**config.mk**
```make
export PLATFORM = sky130hd
export DESIGN_NAME = dithered_halfbridge_pwm
export DESIGN_NICKNAME = d
export VERILOG_FILES = /design/src/halfbridge_pwm_pkg.sv /design/src/deadtime_gen.sv /design/src/dithered_halfbridge_pwm.sv
export SDC_FILE = /design/constraint.sdc
export NUM_CORES = 1
export LEC_CHECK = 0
export BUFFER_PORTS_ARGS = -buffer_cell sky130_fd_sc_hd__buf_2
export CAP_MARGIN = 30
export CORE_UTILIZATION = 40
export DETAILED_ROUTE_END_ITERATION = 6
export PLACE_DENSITY = 0.55
export SETUP_SLACK_MARGIN = 0.4
export SYNTH_ARGS = -nofsm -noshare
export SYNTH_HDL_FRONTEND = slang
export SYNTH_SLANG_ARGS = --single-unit
```
**constraint.sdc**
```tcl
create_clock -name pclk -period 4.25 [get_ports pclk]
set_clock_uncertainty 0.05 [all_clocks]
set_input_delay 0 -clock pclk [delete_from_list [all_inputs] [get_ports pclk]]
set_output_delay 0 -clock pclk [all_outputs]
set_load 0.02 [all_outputs]
```
**src/halfbridge_pwm_pkg.sv**
```systemverilog
// constants shared by the dithered half-bridge pwm block
package halfbridge_pwm_pkg;

  // register indices; byte address is four times the index
  localparam logic [7:0] IDX_PWM_CONTROL         = 8'h51;
  localparam logic [7:0] IDX_DUTY_HIGH           = 8'h52;
  localparam logic [7:0] IDX_DUTY_LOW_AND_STEP   = 8'h53;
  localparam logic [7:0] IDX_PERIOD_HIGH         = 8'h54;
  localparam logic [7:0] IDX_PERIOD_LOW_AND_STEP = 8'h55;
  localparam logic [7:0] IDX_DEADTIME_COUNT      = 8'h56;
  localparam logic [7:0] IDX_TIMEBASE_HIGH       = 8'h57;
  localparam logic [7:0] IDX_TIMEBASE_LOW        = 8'h58;
  localparam logic [7:0] IDX_DITHER_CONTROL      = 8'h59;

  localparam int unsigned APB_ADDR_W = 12;

  // reset values
  localparam logic [7:0] RST_PWM_CONTROL    = 8'h00;
  localparam logic [7:0] RST_DUTY_HIGH      = 8'h00;
  localparam logic [7:0] RST_DUTY_LOW       = 8'h00;
  localparam logic [7:0] RST_PERIOD_HIGH    = 8'h00;
  localparam logic [7:0] RST_PERIOD_LOW     = 8'h00;
  localparam logic [7:0] RST_DEADTIME_COUNT = 8'h08;
  localparam logic [7:0] RST_TIMEBASE_HIGH  = 8'h00;
  localparam logic [7:0] RST_TIMEBASE_LOW   = 8'h00;
  localparam logic [7:0] RST_DITHER_CONTROL = 8'h00;

  // pwm_control bit positions
  localparam int unsigned BIT_SHUTDOWN_PIN_LEVEL    = 6;
  localparam int unsigned BIT_OUTPUT_PIN_ENABLE     = 5;
  localparam int unsigned BIT_SHUTDOWN_FLAG         = 4;
  localparam int unsigned BIT_SHUTDOWN_IRQ_ENABLE   = 3;
  localparam int unsigned BIT_SHUTDOWN_INPUT_ENABLE = 2;
  localparam int unsigned BIT_DITHER_MODE_SELECT    = 1;
  localparam int unsigned BIT_MODULE_ENABLE         = 0;

  // dither_control bit positions and field widths
  localparam int unsigned BIT_DITHER_CLOCK_SOURCE = 3;
  localparam int unsigned STEP_W                  = 5;
  localparam logic [2:0]  SEL_NO_STEPS            = 3'h5;
  localparam int unsigned COUNT_W                 = 16;

  typedef enum logic [0:0] {
    MODE_VARIABLE_FREQUENCY = 1'b0,
    MODE_VARIABLE_DUTY      = 1'b1
  } dither_mode_e;

endpackage

```
**src/deadtime_gen.sv**
```systemverilog
// deadtime generator: delays each rising edge, passes falling edges at once
module deadtime_gen (
  // clock and reset
  input  wire logic       pclk,
  input  wire logic       presetn,
  // waveform
  input  wire logic       raw_in,
  input  wire logic [7:0] deadtime_value,
  output logic            delayed_out
);
  import halfbridge_pwm_pkg::*;

  logic [7:0] wait_count;
  logic       reached;

  assign reached = (wait_count == deadtime_value);

  always_ff @(posedge pclk or negedge presetn) begin
    if (!presetn) begin
      wait_count  <= 8'h00;
      delayed_out <= 1'b0;
    end else if (!raw_in) begin
      wait_count  <= 8'h00;
      delayed_out <= 1'b0;
    end else if (reached) begin
      delayed_out <= 1'b1;
    end else begin
      wait_count <= wait_count + 8'h01;
    end
  end

endmodule

```
**src/dithered_halfbridge_pwm.sv**
```systemverilog
// dithered half-bridge pwm: apb registers, dual frequency generator, dither, pins
module dithered_halfbridge_pwm (
  // clock and reset
  input  wire logic                                    pclk,
  input  wire logic                                    presetn,
  // apb slave
  input  wire logic                                    psel,
  input  wire logic                                    penable,
  input  wire logic                                    pwrite,
  input  wire logic [halfbridge_pwm_pkg::APB_ADDR_W-1:0] paddr,
  input  wire logic [31:0]                             pwdata,
  output logic [31:0]                                  prdata,
  output logic                                         pready,
  output logic                                         pslverr,
  // port logic sharing the drive and shutdown pins
  input  wire logic [1:0]                              port_b_data,
  input  wire logic [1:0]                              port_b_dir,
  input  wire logic                                    port_c_shutdown_dir,
  // high-side drive pin
  output logic                                         high_side_out,
  output logic                                         high_side_oe,
  // low-side drive pin
  output logic                                         low_side_out,
  output logic                                         low_side_oe,
  // shutdown pin
  input  wire logic                                    fault_shutdown_in,
  output logic                                         shutdown_oe,
  output logic                                         shutdown_port_out
);
  import halfbridge_pwm_pkg::*;

  // ---------------- registers ----------------
  logic       module_enable;
  logic       dither_mode_select;
  logic       shutdown_input_enable;
  logic       shutdown_irq_enable;
  logic       shutdown_flag;
  logic       output_pin_enable;
  logic [7:0] duty_high;
  logic [7:0] duty_low_and_step;
  logic [7:0] period_high;
  logic [7:0] period_low_and_step;
  logic [7:0] deadtime_count;
  logic [7:0] timebase_high;
  logic [7:0] timebase_low;
  logic [3:0] dither_control;

  // ---------------- apb decode ----------------
  logic [7:0] reg_index;
  logic       aligned;
  logic       mapped;
  logic       setup_phase;
  logic       write_strobe;
  logic       wr_control;
  logic       wr_duty_high;
  logic       wr_duty_low;
  logic       wr_period_high;
  logic       wr_period_low;
  logic       wr_deadtime;
  logic       wr_timebase_high;
  logic       wr_timebase_low;
  logic       wr_dither;
  logic [7:0] wbyte;
  logic [7:0] control_read;
  logic [7:0] read_byte;

  assign reg_index   = paddr[9:2];
  assign aligned     = (paddr[1:0] == 2'h0) && (paddr[APB_ADDR_W-1:10] == 2'h0);
  assign mapped      = aligned && (reg_index >= IDX_PWM_CONTROL)
                       && (reg_index <= IDX_DITHER_CONTROL);
  assign setup_phase = psel && !penable;
  // pready is a flop that is high only in the first access cycle
  assign write_strobe = psel && penable && pready && pwrite && mapped;
  assign wbyte        = pwdata[7:0];

  assign wr_control       = write_strobe && (reg_index == IDX_PWM_CONTROL);
  assign wr_duty_high     = write_strobe && (reg_index == IDX_DUTY_HIGH);
  assign wr_duty_low      = write_strobe && (reg_index == IDX_DUTY_LOW_AND_STEP);
  assign wr_period_high   = write_strobe && (reg_index == IDX_PERIOD_HIGH);
  assign wr_period_low    = write_strobe && (reg_index == IDX_PERIOD_LOW_AND_STEP);
  assign wr_deadtime      = write_strobe && (reg_index == IDX_DEADTIME_COUNT);
  assign wr_timebase_high = write_strobe && (reg_index == IDX_TIMEBASE_HIGH);
  assign wr_timebase_low  = write_strobe && (reg_index == IDX_TIMEBASE_LOW);
  assign wr_dither        = write_strobe && (reg_index == IDX_DITHER_CONTROL);

  assign control_read = {1'b0, fault_shutdown_in, output_pin_enable, shutdown_flag,
                         shutdown_irq_enable, shutdown_input_enable,
                         dither_mode_select, module_enable};

  assign read_byte =
    (reg_index == IDX_PWM_CONTROL)         ? control_read :
    (reg_index == IDX_DUTY_HIGH)           ? duty_high :
    (reg_index == IDX_DUTY_LOW_AND_STEP)   ? duty_low_and_step :
    (reg_index == IDX_PERIOD_HIGH)         ? period_high :
    (reg_index == IDX_PERIOD_LOW_AND_STEP) ? period_low_and_step :
    (reg_index == IDX_DEADTIME_COUNT)      ? deadtime_count :
    (reg_index == IDX_TIMEBASE_HIGH)       ? timebase_high :
    (reg_index == IDX_TIMEBASE_LOW)        ? timebase_low :
    (reg_index == IDX_DITHER_CONTROL)      ? {4'h0, dither_control} : 8'h00;

  // answer in the first access cycle; read data captured during setup
  always_ff @(posedge pclk or negedge presetn) begin
    if (!presetn) begin
      pready  <= 1'b0;
      pslverr <= 1'b0;
      prdata  <= 32'h0000_0000;
    end else begin
      pready  <= setup_phase;
      pslverr <= setup_phase && !mapped;
      if (setup_phase) begin
        prdata <= (mapped && !pwrite) ? {24'h00_0000, read_byte} : 32'h0000_0000;
      end
    end
  end

  // ---------------- shutdown detection ----------------
  logic shutdown_active;
  logic flag_written_low;

  assign shutdown_active  = shutdown_input_enable && !fault_shutdown_in;
  assign flag_written_low = wr_control && !wbyte[BIT_SHUTDOWN_FLAG];

  always_ff @(posedge pclk or negedge presetn) begin
    if (!presetn) begin
      module_enable         <= RST_PWM_CONTROL[BIT_MODULE_ENABLE];
      dither_mode_select    <= RST_PWM_CONTROL[BIT_DITHER_MODE_SELECT];
      shutdown_input_enable <= RST_PWM_CONTROL[BIT_SHUTDOWN_INPUT_ENABLE];
      shutdown_irq_enable   <= RST_PWM_CONTROL[BIT_SHUTDOWN_IRQ_ENABLE];
      output_pin_enable     <= RST_PWM_CONTROL[BIT_OUTPUT_PIN_ENABLE];
    end else if (wr_control) begin
      module_enable         <= wbyte[BIT_MODULE_ENABLE];
      dither_mode_select    <= wbyte[BIT_DITHER_MODE_SELECT];
      shutdown_input_enable <= wbyte[BIT_SHUTDOWN_INPUT_ENABLE];
      shutdown_irq_enable   <= wbyte[BIT_SHUTDOWN_IRQ_ENABLE];
      output_pin_enable     <= wbyte[BIT_OUTPUT_PIN_ENABLE];
    end
  end

  // a low pin in the clearing cycle keeps the flag set
  always_ff @(posedge pclk or negedge presetn) begin
    if (!presetn) begin
      shutdown_flag <= RST_PWM_CONTROL[BIT_SHUTDOWN_FLAG];
    end else if (shutdown_active) begin
      shutdown_flag <= 1'b1;
    end else if (flag_written_low) begin
      shutdown_flag <= 1'b0;
    end
  end

  always_ff @(posedge pclk or negedge presetn) begin
    if (!presetn) begin
      duty_high           <= RST_DUTY_HIGH;
      duty_low_and_step   <= RST_DUTY_LOW;
      period_high         <= RST_PERIOD_HIGH;
      period_low_and_step <= RST_PERIOD_LOW;
      deadtime_count      <= RST_DEADTIME_COUNT;
      timebase_high       <= RST_TIMEBASE_HIGH;
      timebase_low        <= RST_TIMEBASE_LOW;
      dither_control      <= RST_DITHER_CONTROL[3:0];
    end else begin
      if (wr_duty_high)     duty_high           <= wbyte;
      if (wr_duty_low)      duty_low_and_step   <= wbyte;
      if (wr_period_high)   period_high         <= wbyte;
      if (wr_period_low)    period_low_and_step <= wbyte;
      if (wr_deadtime)      deadtime_count      <= wbyte;
      if (wr_timebase_high) timebase_high       <= wbyte;
      if (wr_timebase_low)  timebase_low        <= wbyte;
      if (wr_dither)        dither_control      <= wbyte[3:0];
    end
  end

  // ---------------- derived period/duty sets ----------------
  logic [10:0]        period_value;
  logic [10:0]        duty_value;
  logic [15:0]        timebase_value;
  logic [STEP_W-1:0]  step_field;
  logic [2:0]         step_select;
  logic               dither_clock_source;
  logic [COUNT_W-1:0] first_period;
  logic [COUNT_W-1:0] second_period;
  logic [COUNT_W-1:0] first_duty;
  logic [COUNT_W-1:0] second_duty;
  dither_mode_e       mode;

  assign period_value        = {period_high, period_low_and_step[7:5]};
  assign duty_value          = {duty_high, duty_low_and_step[7:5]};
  assign timebase_value      = {timebase_high, timebase_low};
  assign step_select         = dither_control[2:0];
  assign dither_clock_source = dither_control[BIT_DITHER_CLOCK_SOURCE];
  assign mode                = dither_mode_e'(dither_mode_select);

  assign step_field = (mode == MODE_VARIABLE_DUTY) ? duty_low_and_step[STEP_W-1:0]
                                                   : period_low_and_step[STEP_W-1:0];

  // variable frequency: P, P+1, half duty
  assign first_period  = {5'h00, period_value};
  assign second_period = (mode == MODE_VARIABLE_FREQUENCY) ? first_period + 16'h0001
                                                           : first_period;
  assign first_duty    = (mode == MODE_VARIABLE_FREQUENCY) ? {1'b0, first_period[15:1]}
                                                           : {5'h00, duty_value};
  // duty dither: equal period, high time one clock longer
  assign second_duty   = (mode == MODE_VARIABLE_FREQUENCY) ? {1'b0, second_period[15:1]}
                                                           : {5'h00, duty_value} + 16'h0001;

  // ---------------- dithering controller ----------------
  logic [5:0]        step_count;
  logic [STEP_W-1:0] dither_modulus_last;
  logic [STEP_W-1:0] scaled_step;
  logic [STEP_W-1:0] dither_count;
  logic [15:0]       timebase_count;
  logic              timebase_tick;
  logic              dither_tick;
  logic              use_second;
  logic              no_steps;
  logic              period_end;

  // select sets modulus and scaling; reserved codes behave as no steps
  assign no_steps            = (step_select >= SEL_NO_STEPS);
  assign step_count          = no_steps ? 6'h00 : (6'h20 >> step_select);
  assign dither_modulus_last = no_steps ? 5'h00 : 5'(step_count - 6'h01);
  assign scaled_step         = no_steps ? 5'h00 : (step_field >> step_select);
  assign use_second          = (dither_count < scaled_step);

  assign timebase_tick = (timebase_count >= timebase_value);
  // tick from source: timebase terminal count or period end
  assign dither_tick   = dither_clock_source ? timebase_tick : period_end;

  always_ff @(posedge pclk or negedge presetn) begin
    if (!presetn) begin
      timebase_count <= 16'h0000;
    end else if (!module_enable || timebase_tick) begin
      timebase_count <= 16'h0000;
    end else begin
      timebase_count <= timebase_count + 16'h0001;
    end
  end

  always_ff @(posedge pclk or negedge presetn) begin
    if (!presetn) begin
      dither_count <= 5'h00;
    end else if (!module_enable) begin
      dither_count <= 5'h00;
    end else if (dither_tick) begin
      dither_count <= (dither_count >= dither_modulus_last) ? 5'h00
                                                            : dither_count + 5'h01;
    end
  end

  // ---------------- dual frequency generator ----------------
  logic [COUNT_W-1:0] wave_count;
  logic [COUNT_W-1:0] active_period;
  logic [COUNT_W-1:0] active_duty;
  logic               wave;

  assign period_end = module_enable && (wave_count + 16'h0001 >= active_period);

  always_ff @(posedge pclk or negedge presetn) begin
    if (!presetn) begin
      wave_count    <= 16'h0000;
      active_period <= 16'h0000;
      active_duty   <= 16'h0000;
    end else if (!module_enable) begin
      wave_count    <= 16'h0000;
      active_period <= first_period;
      active_duty   <= first_duty;
    end else if (period_end) begin
      // values sampled only at period end or while the module is disabled
      wave_count    <= 16'h0000;
      active_period <= use_second ? second_period : first_period;
      active_duty   <= use_second ? second_duty : first_duty;
    end else begin
      wave_count <= wave_count + 16'h0001;
    end
  end

  assign wave = module_enable && (wave_count < active_duty);

  // ---------------- deadtime and pins ----------------
  logic high_side_dt;
  logic low_side_dt;
  logic drive_allowed;
  logic next_high_side_out;
  logic next_low_side_out;

  // waveform and inverse into deadtime paths
  deadtime_gen high_side_deadtime (
    .pclk           (pclk),
    .presetn        (presetn),
    .raw_in         (wave),
    .deadtime_value (deadtime_count),
    .delayed_out    (high_side_dt)
  );

  deadtime_gen low_side_deadtime (
    .pclk           (pclk),
    .presetn        (presetn),
    .raw_in         (module_enable && !wave),
    .deadtime_value (deadtime_count),
    .delayed_out    (low_side_dt)
  );

  // with the pin override on, shutdown holds both drives low until software clears the flag
  assign drive_allowed = module_enable && !shutdown_flag && !shutdown_active;

  // port data drives the pins when not overridden
  assign next_high_side_out = output_pin_enable ? (drive_allowed && high_side_dt)
                                                : port_b_data[0];
  assign next_low_side_out  = output_pin_enable ? (drive_allowed && low_side_dt)
                                                : port_b_data[1];

  always_ff @(posedge pclk or negedge presetn) begin
    if (!presetn) begin
      high_side_out     <= 1'b0;
      low_side_out      <= 1'b0;
      high_side_oe      <= 1'b0;
      low_side_oe       <= 1'b0;
      shutdown_oe       <= 1'b0;
      shutdown_port_out <= 1'b0;
    end else begin
      high_side_out     <= next_high_side_out;
      low_side_out      <= next_low_side_out;
      high_side_oe      <= output_pin_enable || port_b_dir[0];
      low_side_oe       <= output_pin_enable || port_b_dir[1];
      shutdown_oe       <= !shutdown_input_enable && port_c_shutdown_dir;
      shutdown_port_out <= 1'b0;
    end
  end

endmodule

```
==> impl_metrics.json, run 1 <==
{
  "dieHeight_um": 158,
  "synth_top_family_by_area": "simple AND/OR/NAND/NOR gates",
  "yosysWarningCount": 0,
  "ys_seq_area_frac": 0.413,
  "worst_slew_pin_slew_ns": 0.835,
  "grt_first_pass_wirelength_mm": 37.4,
  "synth_edf_count": 0,
  "maxSlewHeadroom": 0.442,
  "antenna_found_initial": 1,
  "syn_area_mm2": 0.00970,
  "grt_use_total": 0.198,
  "via_per_inst": 5.17,
  "setup_viol": 0,
  "min_path_type": "input pin to flip-flop",
  "wl_met3_um": 546,
  "routed_wl_mm": 23.2,
  "clkSinkCount": 160,
  "clockBufferDepth": 2,
  "syn_to_final_growth_pct": 13.6,
  "cp.required_ns": 4.52,
  "drcViolationCount": 0,
  "post_cts_buffers": 0,
  "ys_types": 75,
  "pin_count": 95,
  "power_mw": 3.34,
  "cts-resized-gates": 0,
  "synth_cells": 979,
  "cts-htree-levels": 4,
  "die_area_mm2": 0.0249,
  "syn_avg_cell_area_um2": 9.91,
  "fp.coreArea_mm2": 0.0236,
  "status": "finished, final reports clean",
  "drt-pass1-iter-count": 5,
  "regArea_mm2": 0.00401,
  "antenna_cells": 0,
  "top_layer": "met4",
  "grt_start_max_net_pins": 86,
  "fillCellCount": 2287,
  "dp_hpwl_mm": 16.5,
  "fp.dieW_um": 158,
  "grt_pass1_vias": 6922,
  "critPathKind": "flip-flop to flip-flop",
  "hold_buffers": 21,
  "met1_length_mm": 11.0,
  "powerDensity_mw_per_mm2": 303,
  "fin_nets": 1149,
  "ir_worst_vdd_uv": 230,
  "synth_top_area_share": 0.410,
  "drive_gt1_frac": 0.168,
  "fin_crit_ns": 3.47,
  "yosys.area_share.xor_xnor": 0.0758,
  "synth.area.mux_share": 0.109,
  "drtIter0Drc": 448,
  "synth_area_leaders": "dfrtp_1, ha_1, mux2_2, xor2_1, nor2_1",
  "clk_pin_slew_ns": 0.07,
  "critPathLaunchType": "flip-flop",
  "place_congestion": 0.811,
  "initial_core_util": 0.411,
  "fin_crit_sh": 0.816,
  "finalMaxSlewViolations": 0,
  "dr_wl_met2_mm": 11.3,
  "clk_root_buffer_cell": "clkbuf_16",
  "cp.arrival_ns": 3.74,
  "synthAdderAreaFrac": 0.0722,
  "max_freq_mhz": 288,
  "rsz0062_at_grt": "false",
  "async_reset_ff_frac": 1.00,
  "wl_per_cell_um": 17.0,
  "rows": 56,
  "clkLatencyLatePin_ns": 0.44,
  "cap_viol_max_count": 0,
  "cts_tree": "built",
  "finalHoldViolations": 0,
  "portBuffers": 45,
  "multi_input_area_mm2": 0.00522,
  "yosys_register_bits": 160,
  "synth_flop_cell": "dfrtp_1",
  "synthTopCellsByCount": "dfrtp_1, nor2_1, nand2_1",
  "cp-end-kind": "flip-flop",
  "synth-compound-area-share": 0.0977,
  "cts_made_buffers": 17,
  "cp_max_fo": 60,
  "via_count": 7085,
  "tns_ns": 0,
  "overflow": 0,
  "yosys.area_share.simple": 0.171,
  "leakagePower_nw": 5.19,
  "postRouteAntennaNets": 0,
  "post-synth-top-count-cell": "dfrtp_1",
  "yosys.area.top_type": "dfrtp_1"
}
==> state kept, by name, summed over array words and instances, names as in the netlist, 12 cells and up <==
name / count
timebase_count: 16
active_duty: 12
wave_count: 16
active_period: 12
==> critical path, stage by stage (launching register included) <==
cell,delay [ns]
dfrtp_1,0.44
nand4_1,0.28
nor2_1,0.23
nand3_1,0.15
nor2_1,0.14
xor2_1,0.24
ha_1,0.29
a21o_1,0.17
a221oi_1,0.36
nand4_1,0.21
buf_12,0.23
o21a_1,0.25
mux2_2,0.28
==> where the power goes <==
group | total [mW] | leakage (nW) | internal, mW | switching, mW
sequential | 1.53 | 2.16 | 1.53 | 0.00332
clock | 1.66 | 0.310 | 0.968 | 0.694
combinational | 0.146 | 2.71 | 0.0412 | 0.105
total | 3.34 | 5.19 | 2.54 | 0.802
==> per-layer routing <==
layer  global-route usage  up-vias
met5                    0        -
met4               0.0620        0
met1                0.262     3487
met3               0.0386       22
met2                0.326       79
li1                     -     3497
==> kinds of logic (layout without fill, tap and decap cells) <==
logic type,count (synthesis),count (layout)
other cells,2,30
buf+inv,122,166
xor+xnor,84,84
simple gates,323,323
mux,91,91
fa+ha+maj,56,56
compound gates,141,141
flops,160,160
==> layout make-up <==
class,count,area share
flip-flops and latches,160,0.363
clock buffers,19,0.0402
multi-input cells,725,0.474
clock inverters,13,0.0178
repair buffers,74,0.0480
inverters,60,0.0204
well taps,319,0.0362
==> layout by cell type (no fill, tap or decap), types with 29 or more instances in the layout <==
cell type and n:
dfrtp_1 159, nor2_1 86, nand2_1 76, mux2_2 61, inv_1 58, ha_1 56, xor2_1 50, buf_2 44
a21oi_1 38, xnor2_1 34, conb_1 30, nand3_1 29, o21ai_0 29
==> through the flow <==
stage          hold WS [ns]  std cells  instance area, µm²  worst slack (ns)  utilization
2_1_floorplan        -0.346       1007                9810             0.927            -
5_1_grt              0.0990       1370               11000             0.502        0.467
3_5_place_dp         0.0370       1316               10200             0.816        0.430
3_3_place_gp         0.0324       1315               10200             0.819        0.430
4_1_cts             0.00105       1369               11000             0.788        0.466
6_report             0.0439       1370               11000             0.784        0.467
==> worst paths after layout <==
| check | startpoint | to | slack (ns) | depth (start not counted) |
|---|---|---|---|---|
| setup / recovery | wave_count[2] | dither_count[0] | 0.78 | 12 |
| setup reg to reg | wave_count[2] | dither_count[0] | 0.78 | 12 |
| hold reg to reg | prdata[2] | prdata[2] | 0.43 | 2 |
| min in group asynchronous | presetn | wave_count[10] | 0.11 | 2 |
| max in group asynchronous | presetn | deadtime_count[3] | 3.12 | 3 |
| hold / removal | penable | pready | 0.04 | 3 |
(Power assumes the default switching activity.)
==> run 2: changes to the inputs <==
- clock period: 4.25 -> 3.5 ns (I/O delays scaled with it)
==> impl_metrics.json, run 2 (same netlist as run 1, synthesis figures left out) <==
{
  "status": "finished, final reports clean",
  "initial_core_util": 0.411,
  "grt_start_max_net_pins": 81,
  "top_regs": "timebase_count x16, wave_count x16",
  "ir_worst_vdd_uv": 272,
  "fin_ws_ns": 0.432,
  "reg2reg_slack_ns": 0.43,
  "leakagePower_nw": 5.38,
  "tns_ns": 0,
  "via_count": 7149,
  "routed_wl_mm": 23.7,
  "grt_pass1_vias": 7301,
  "clkLatencyLatePin_ns": 0.43,
  "setup_viol": 0,
  "pin_count": 95,
  "worst_slew_pin_slew_ns": 0.787,
  "antenna_found_initial": 2,
  "critPathMaxStageDelay_ns": 0.45,
  "postRouteAntennaNets": 0,
  "powerDensity_mw_per_mm2": 350,
  "grt_first_pass_wirelength_mm": 38.4,
  "drt-pass1-iter-count": 4,
  "dp_hpwl_mm": 17.0,
  "final_common_cell": "dfrtp_1",
  "fin_nets": 1169,
  "r2r_cells": 11,
  "cp_slowest_cell": "dfrtp_2",
  "clk_pin_slew_ns": 0.07,
  "cp.arrival_ns": 3.32,
  "drtIter0Drc": 449,
  "hp-start": "paddr[4]",
  "critPathKind": "flip-flop to flip-flop",
  "dieHeight_um": 158,
  "drive_gt1_frac": 0.212,
  "overflow": 0,
  "syn_to_final_growth_pct": 16.8,
  "mostFrequentLayoutCells": "dfrtp_1, nor2_1, nand2_1, mux2_2, inv_1",
  "fp.coreArea_mm2": 0.0236,
  "fp.dieW_um": 158,
  "maxSlewHeadroom": 0.475,
  "fillCellCount": 2258,
  "portBuffers": 45,
  "cp_max_fo": 9,
  "cts-htree-levels": 4,
  "via_per_inst": 5.14,
  "clockBufferDepth": 2,
  "fin_crit_ns": 3.07,
  "fin_crit_sh": 0.877,
  "finalMaxSlewViolations": 0,
  "cap_viol_max_count": 0,
  "max_freq_mhz": 326,
  "min_path_type": "input pin to flip-flop",
  "grt_use_total": 0.203,
  "cts_made_buffers": 17,
  "r2r_end": "active_duty[1]",
  "rsz0062_at_grt": "true",
  "place_congestion": 0.857,
  "die_area_mm2": 0.0249,
  "hold_end": "pslverr",
  "place_ws_ns": 0.290,
  "crit_start": "dither_mode_select",
  "clk_root_buffer_cell": "clkbuf_16",
  "cp-end-kind": "flip-flop",
  "critPathLaunchType": "flip-flop",
  "drcViolationCount": 0,
  "whs_path_depth": 4,
  "wl_per_cell_um": 17.0,
  "finalHoldViolations": 0,
  "path_cells": "mux2i_1 > nor3_1 > a21oi_1 > or2_2 > ha_1 > o2111ai_1 > a211oi_4 > or2_4 > mux2_2 > o21ai_1 > o22ai_1",
  "crit-reg2reg-launch": "dither_mode_select",
  "cts_tree": "built",
  "rows": 56,
  "cp.required_ns": 3.75,
  "clkSinkCount": 160
}
[run 2: power breakdown]
| part | switching, mW | internal, mW | leakage [nW] | total [mW] |
|---|---|---|---|---|
| logic | 0.128 | 0.0555 | 2.94 | 0.183 |
| clock network | 0.814 | 1.11 | 0.284 | 1.92 |
| registers | 0.00400 | 1.85 | 2.16 | 1.86 |
| total | 0.946 | 3.02 | 5.38 | 3.96 |
[run 2: critical path, delay by kind of cell (launching register included)]
| kind | cells | cell delay [ns] |
|---|---|---|
| AOI/OAI and AO/OA | 5 | 0.86 |
| and+or+nand+nor | 3 | 0.73 |
| DFF | 1 | 0.45 |
| adders and majority gates | 1 | 0.27 |
| muxes | 2 | 0.57 |
[run 2: worst max path at each step]
stage          slack (ns)  cells past startpoint         endpoint
2_1_floorplan        0.41                     14   active_duty[9]
3_3_place_gp         0.30                     11   active_duty[0]
3_5_place_dp         0.29                     11   active_duty[1]
4_1_cts              0.41                     12  dither_count[0]
5_1_grt              0.29                     12   active_duty[8]
6_report             0.43                     11   active_duty[1]
[run 2: repair_timing]
item,CTS,global route
pin swaps,4,11
buffers inserted,2,4
cloned,0,1
setup endpoints to repair,12,24
hold buffers,21,0
gates resized for setup,12,27
endpoints found under the hold margin,169,0
[run 2: final cells by class]
type / count / area [µm²] / share of cell area
Inverter: 60 / 225 / 0.0199
Clock inverter: 12 / 148 / 0.0130
Antenna cell: 1 / 2.50 / 0.000221
Multi-Input combinational cell: 725 / 5390 / 0.475
Timing Repair Buffer: 94 / 706 / 0.0622
Tap cell: 319 / 399 / 0.0352
Clock buffer: 20 / 457 / 0.0403
Sequential cell: 160 / 4010 / 0.354
[run 2: metal layers]
layer / share of wire / track usage / routed length (µm)
met5: 0.00034 / 0 / 8
met4: 0.015 / 0.0592 / 358
met3: 0.026 / 0.0356 / 608
met2: 0.50 / 0.344 / 11800
met1: 0.46 / 0.262 / 10900
[run 2: through the flow]
step	instance area (µm²)	util	std cells	power (mW)	hold slack (ns)
global placement	10300	0.434	1329	2.06	0.137
global route	11300	0.480	1391	4.11	0.0680
detailed placement	10300	0.435	1330	2.06	-0.132
floorplan	9820	-	1007	1.99	-0.346
finish	11300	0.480	1391	3.96	0.0354
CTS	11200	0.473	1385	4.02	0.0215
==> run 3: changes to the inputs <==
- CORE_UTILIZATION: 40 -> 46
- PLACE_DENSITY: 0.55 -> 0.62
==> impl_metrics.json, run 3 (same netlist as run 1, synthesis figures left out) <==
{
  "finalMaxSlewViolations": 0,
  "drcViolationCount": 0,
  "drtIter0Drc": 455,
  "clk_root_buffer_cell": "clkbuf_16",
  "stdcell_count": 1354,
  "rsz0062_at_grt": "true",
  "initial_core_util": 0.475,
  "place_area_mm2": 0.0102,
  "power.switching_mw": 0.921,
  "path_cells": "mux4_2 > nand2_1 > a21o_1 > ha_4 > or4b_4 > nor3_4 > a211oi_4 > buf_6 > nor3b_4 > xnor2_1 > mux2i_1 > mux2_2",
  "final_util": 0.561,
  "place_congestion": 0.889,
  "critPathMaxStageDelay_ns": 0.52,
  "antenna_cells": 0,
  "mostFrequentLayoutCells": "dfrtp_1, nor2_1, nand2_1, mux2_2, inv_1",
  "cts_made_buffers": 17,
  "clk_pin_slew_ns": 0.07,
  "crit-reg2reg-launch": "dither_mode_select",
  "grt_first_pass_wirelength_mm": 37.3,
  "cap_viol_max_count": 0,
  "hold_end": "pslverr",
  "status": "finished, final reports clean",
  "leakagePower_nw": 5.50,
  "cp.arrival_ns": 3.39,
  "fin_crit_ns": 3.13,
  "grt_use_total": 0.222,
  "min_path_type": "input pin to flip-flop",
  "met1_length_mm": 10.6,
  "fp.coreArea_mm2": 0.0204,
  "drive_gt1_frac": 0.235,
  "dp_cells": 1277,
  "max_freq_mhz": 320,
  "p_clk_frac": 0.480,
  "cp_max_fo": 5,
  "grt_start_max_net_pins": 94,
  "clkSinkCount": 160,
  "antenna_found_initial": 0,
  "r2r_cells": 12,
  "cp_slowest_cell": "or4b_4",
  "wl_per_cell_um": 17.6,
  "top_regs": "timebase_count x16, wave_count x16",
  "critPathLaunchType": "flip-flop",
  "die_area_mm2": 0.0217,
  "final_area_mm2": 0.0115,
  "dr_wl_met2_mm": 12.0,
  "portBuffers": 45,
  "powerDensity_mw_per_mm2": 342,
  "cts_tree": "built",
  "reg2reg_slack_ns": 0.37,
  "whs_path_depth": 4,
  "finalHoldViolations": 0,
  "p_int_mw": 3.00,
  "fp.dieW_um": 147,
  "overflow": 0,
  "dieHeight_um": 147,
  "postRouteAntennaNets": 0,
  "comb_power_share": 0.045,
  "clockBufferDepth": 2,
  "top_layer": "met4",
  "cp.required_ns": 3.76,
  "fillCellCount": 1838,
  "tns_ns": 0,
  "seq_power_share": 0.474,
  "setup_viol": 0,
  "cts-htree-levels": 4,
  "drt-pass1-iter-count": 5,
  "r2r_end": "active_duty[2]",
  "ir_worst_vdd_uv": 283,
  "clkLatencyLatePin_ns": 0.43,
  "rows": 52,
  "via_count": 7400,
  "fin_nets": 1183,
  "via_per_inst": 5.47,
  "fin_hold_ws_ns": 0.0342,
  "fin_crit_sh": 0.893,
  "final_common_cell": "dfrtp_1",
  "hp-start": "paddr[4]",
  "syn_to_final_growth_pct": 18.1,
  "maxSlewHeadroom": 0.418,
  "cp-end-kind": "flip-flop",
  "netSwitchingFraction": 0.235,
  "grt_pass1_vias": 7150,
  "pin_count": 95,
  "routed_wl_mm": 23.8,
  "critPathKind": "flip-flop to flip-flop",
  "wl_met3_um": 783,
  "worst_slew_pin_slew_ns": 0.873,
  "dp_hpwl_mm": 16.5
}
[run 3: worst max-delay path: cells and delay by family, from the launching register on]
kind | cells | cell delay, ns
mux | 3 | 0.75
xor+xnor | 1 | 0.13
buf+inv | 1 | 0.18
simple gates | 4 | 0.97
fa+ha+maj | 1 | 0.17
flops | 1 | 0.45
compound gates | 2 | 0.28
[run 3: layer usage]
metal	vias to the layer above	GRT usage
li1	3562	-
met1	3656	0.290
met2	152	0.372
met3	30	0.0435
met4	0	0.0665
met5	-	0
[run 3: final cells by class]
class                      instances  area (µm²)  share of cell area
multi-input combinational        726        5500               0.480
sequential                       160        4010               0.350
clock buffer                      20         457              0.0398
timing repair buffer             107         800              0.0697
clock inverter                    11         130              0.0114
tap                              270         338              0.0295
inverter                          60         225              0.0196
[run 3: how the worst max path moves through the flow]
| stage | to | startpoint | cells after the start | slack [ns] |
|---|---|---|---|---|
| global placement | dither_count[0] | wave_count[3] | 12 | 0.28 |
| global route | dither_count[0] | wave_count[3] | 12 | 0.22 |
| CTS | dither_count[0] | wave_count[2] | 13 | 0.38 |
| finish | active_duty[2] | dither_mode_select | 12 | 0.37 |
| detailed placement | dither_count[0] | wave_count[3] | 12 | 0.18 |
| floorplan | active_duty[9] | dither_mode_select | 14 | 0.41 |
[run 3: through the flow]
stage / setup slack (ns) / power, mW
global placement: 0.279 / 2.06
detailed placement: 0.185 / 2.06
CTS: 0.381 / 3.95
global route: 0.223 / 4.06
finish: 0.374 / 3.92
floorplan: 0.406 / 1.99
[run 3: power groups by stage]
stage	registers (mW)	clock network [mW]	logic (mW)
finish	1.86	1.88	0.177
global route	1.86	2.00	0.195
CTS	1.86	1.92	0.179
detailed placement	1.89	0	0.162
global placement	1.89	0	0.162
floorplan	1.90	0	0.0890
[run 3: timing repair]
item	CTS	global route
endpoints found under the setup margin	23	25
hold buffers	19	0
pin swaps	4	32
buffers inserted	7	15
gates resized for setup	8	54
gates cloned	0	5
endpoints found under the hold margin	165	0
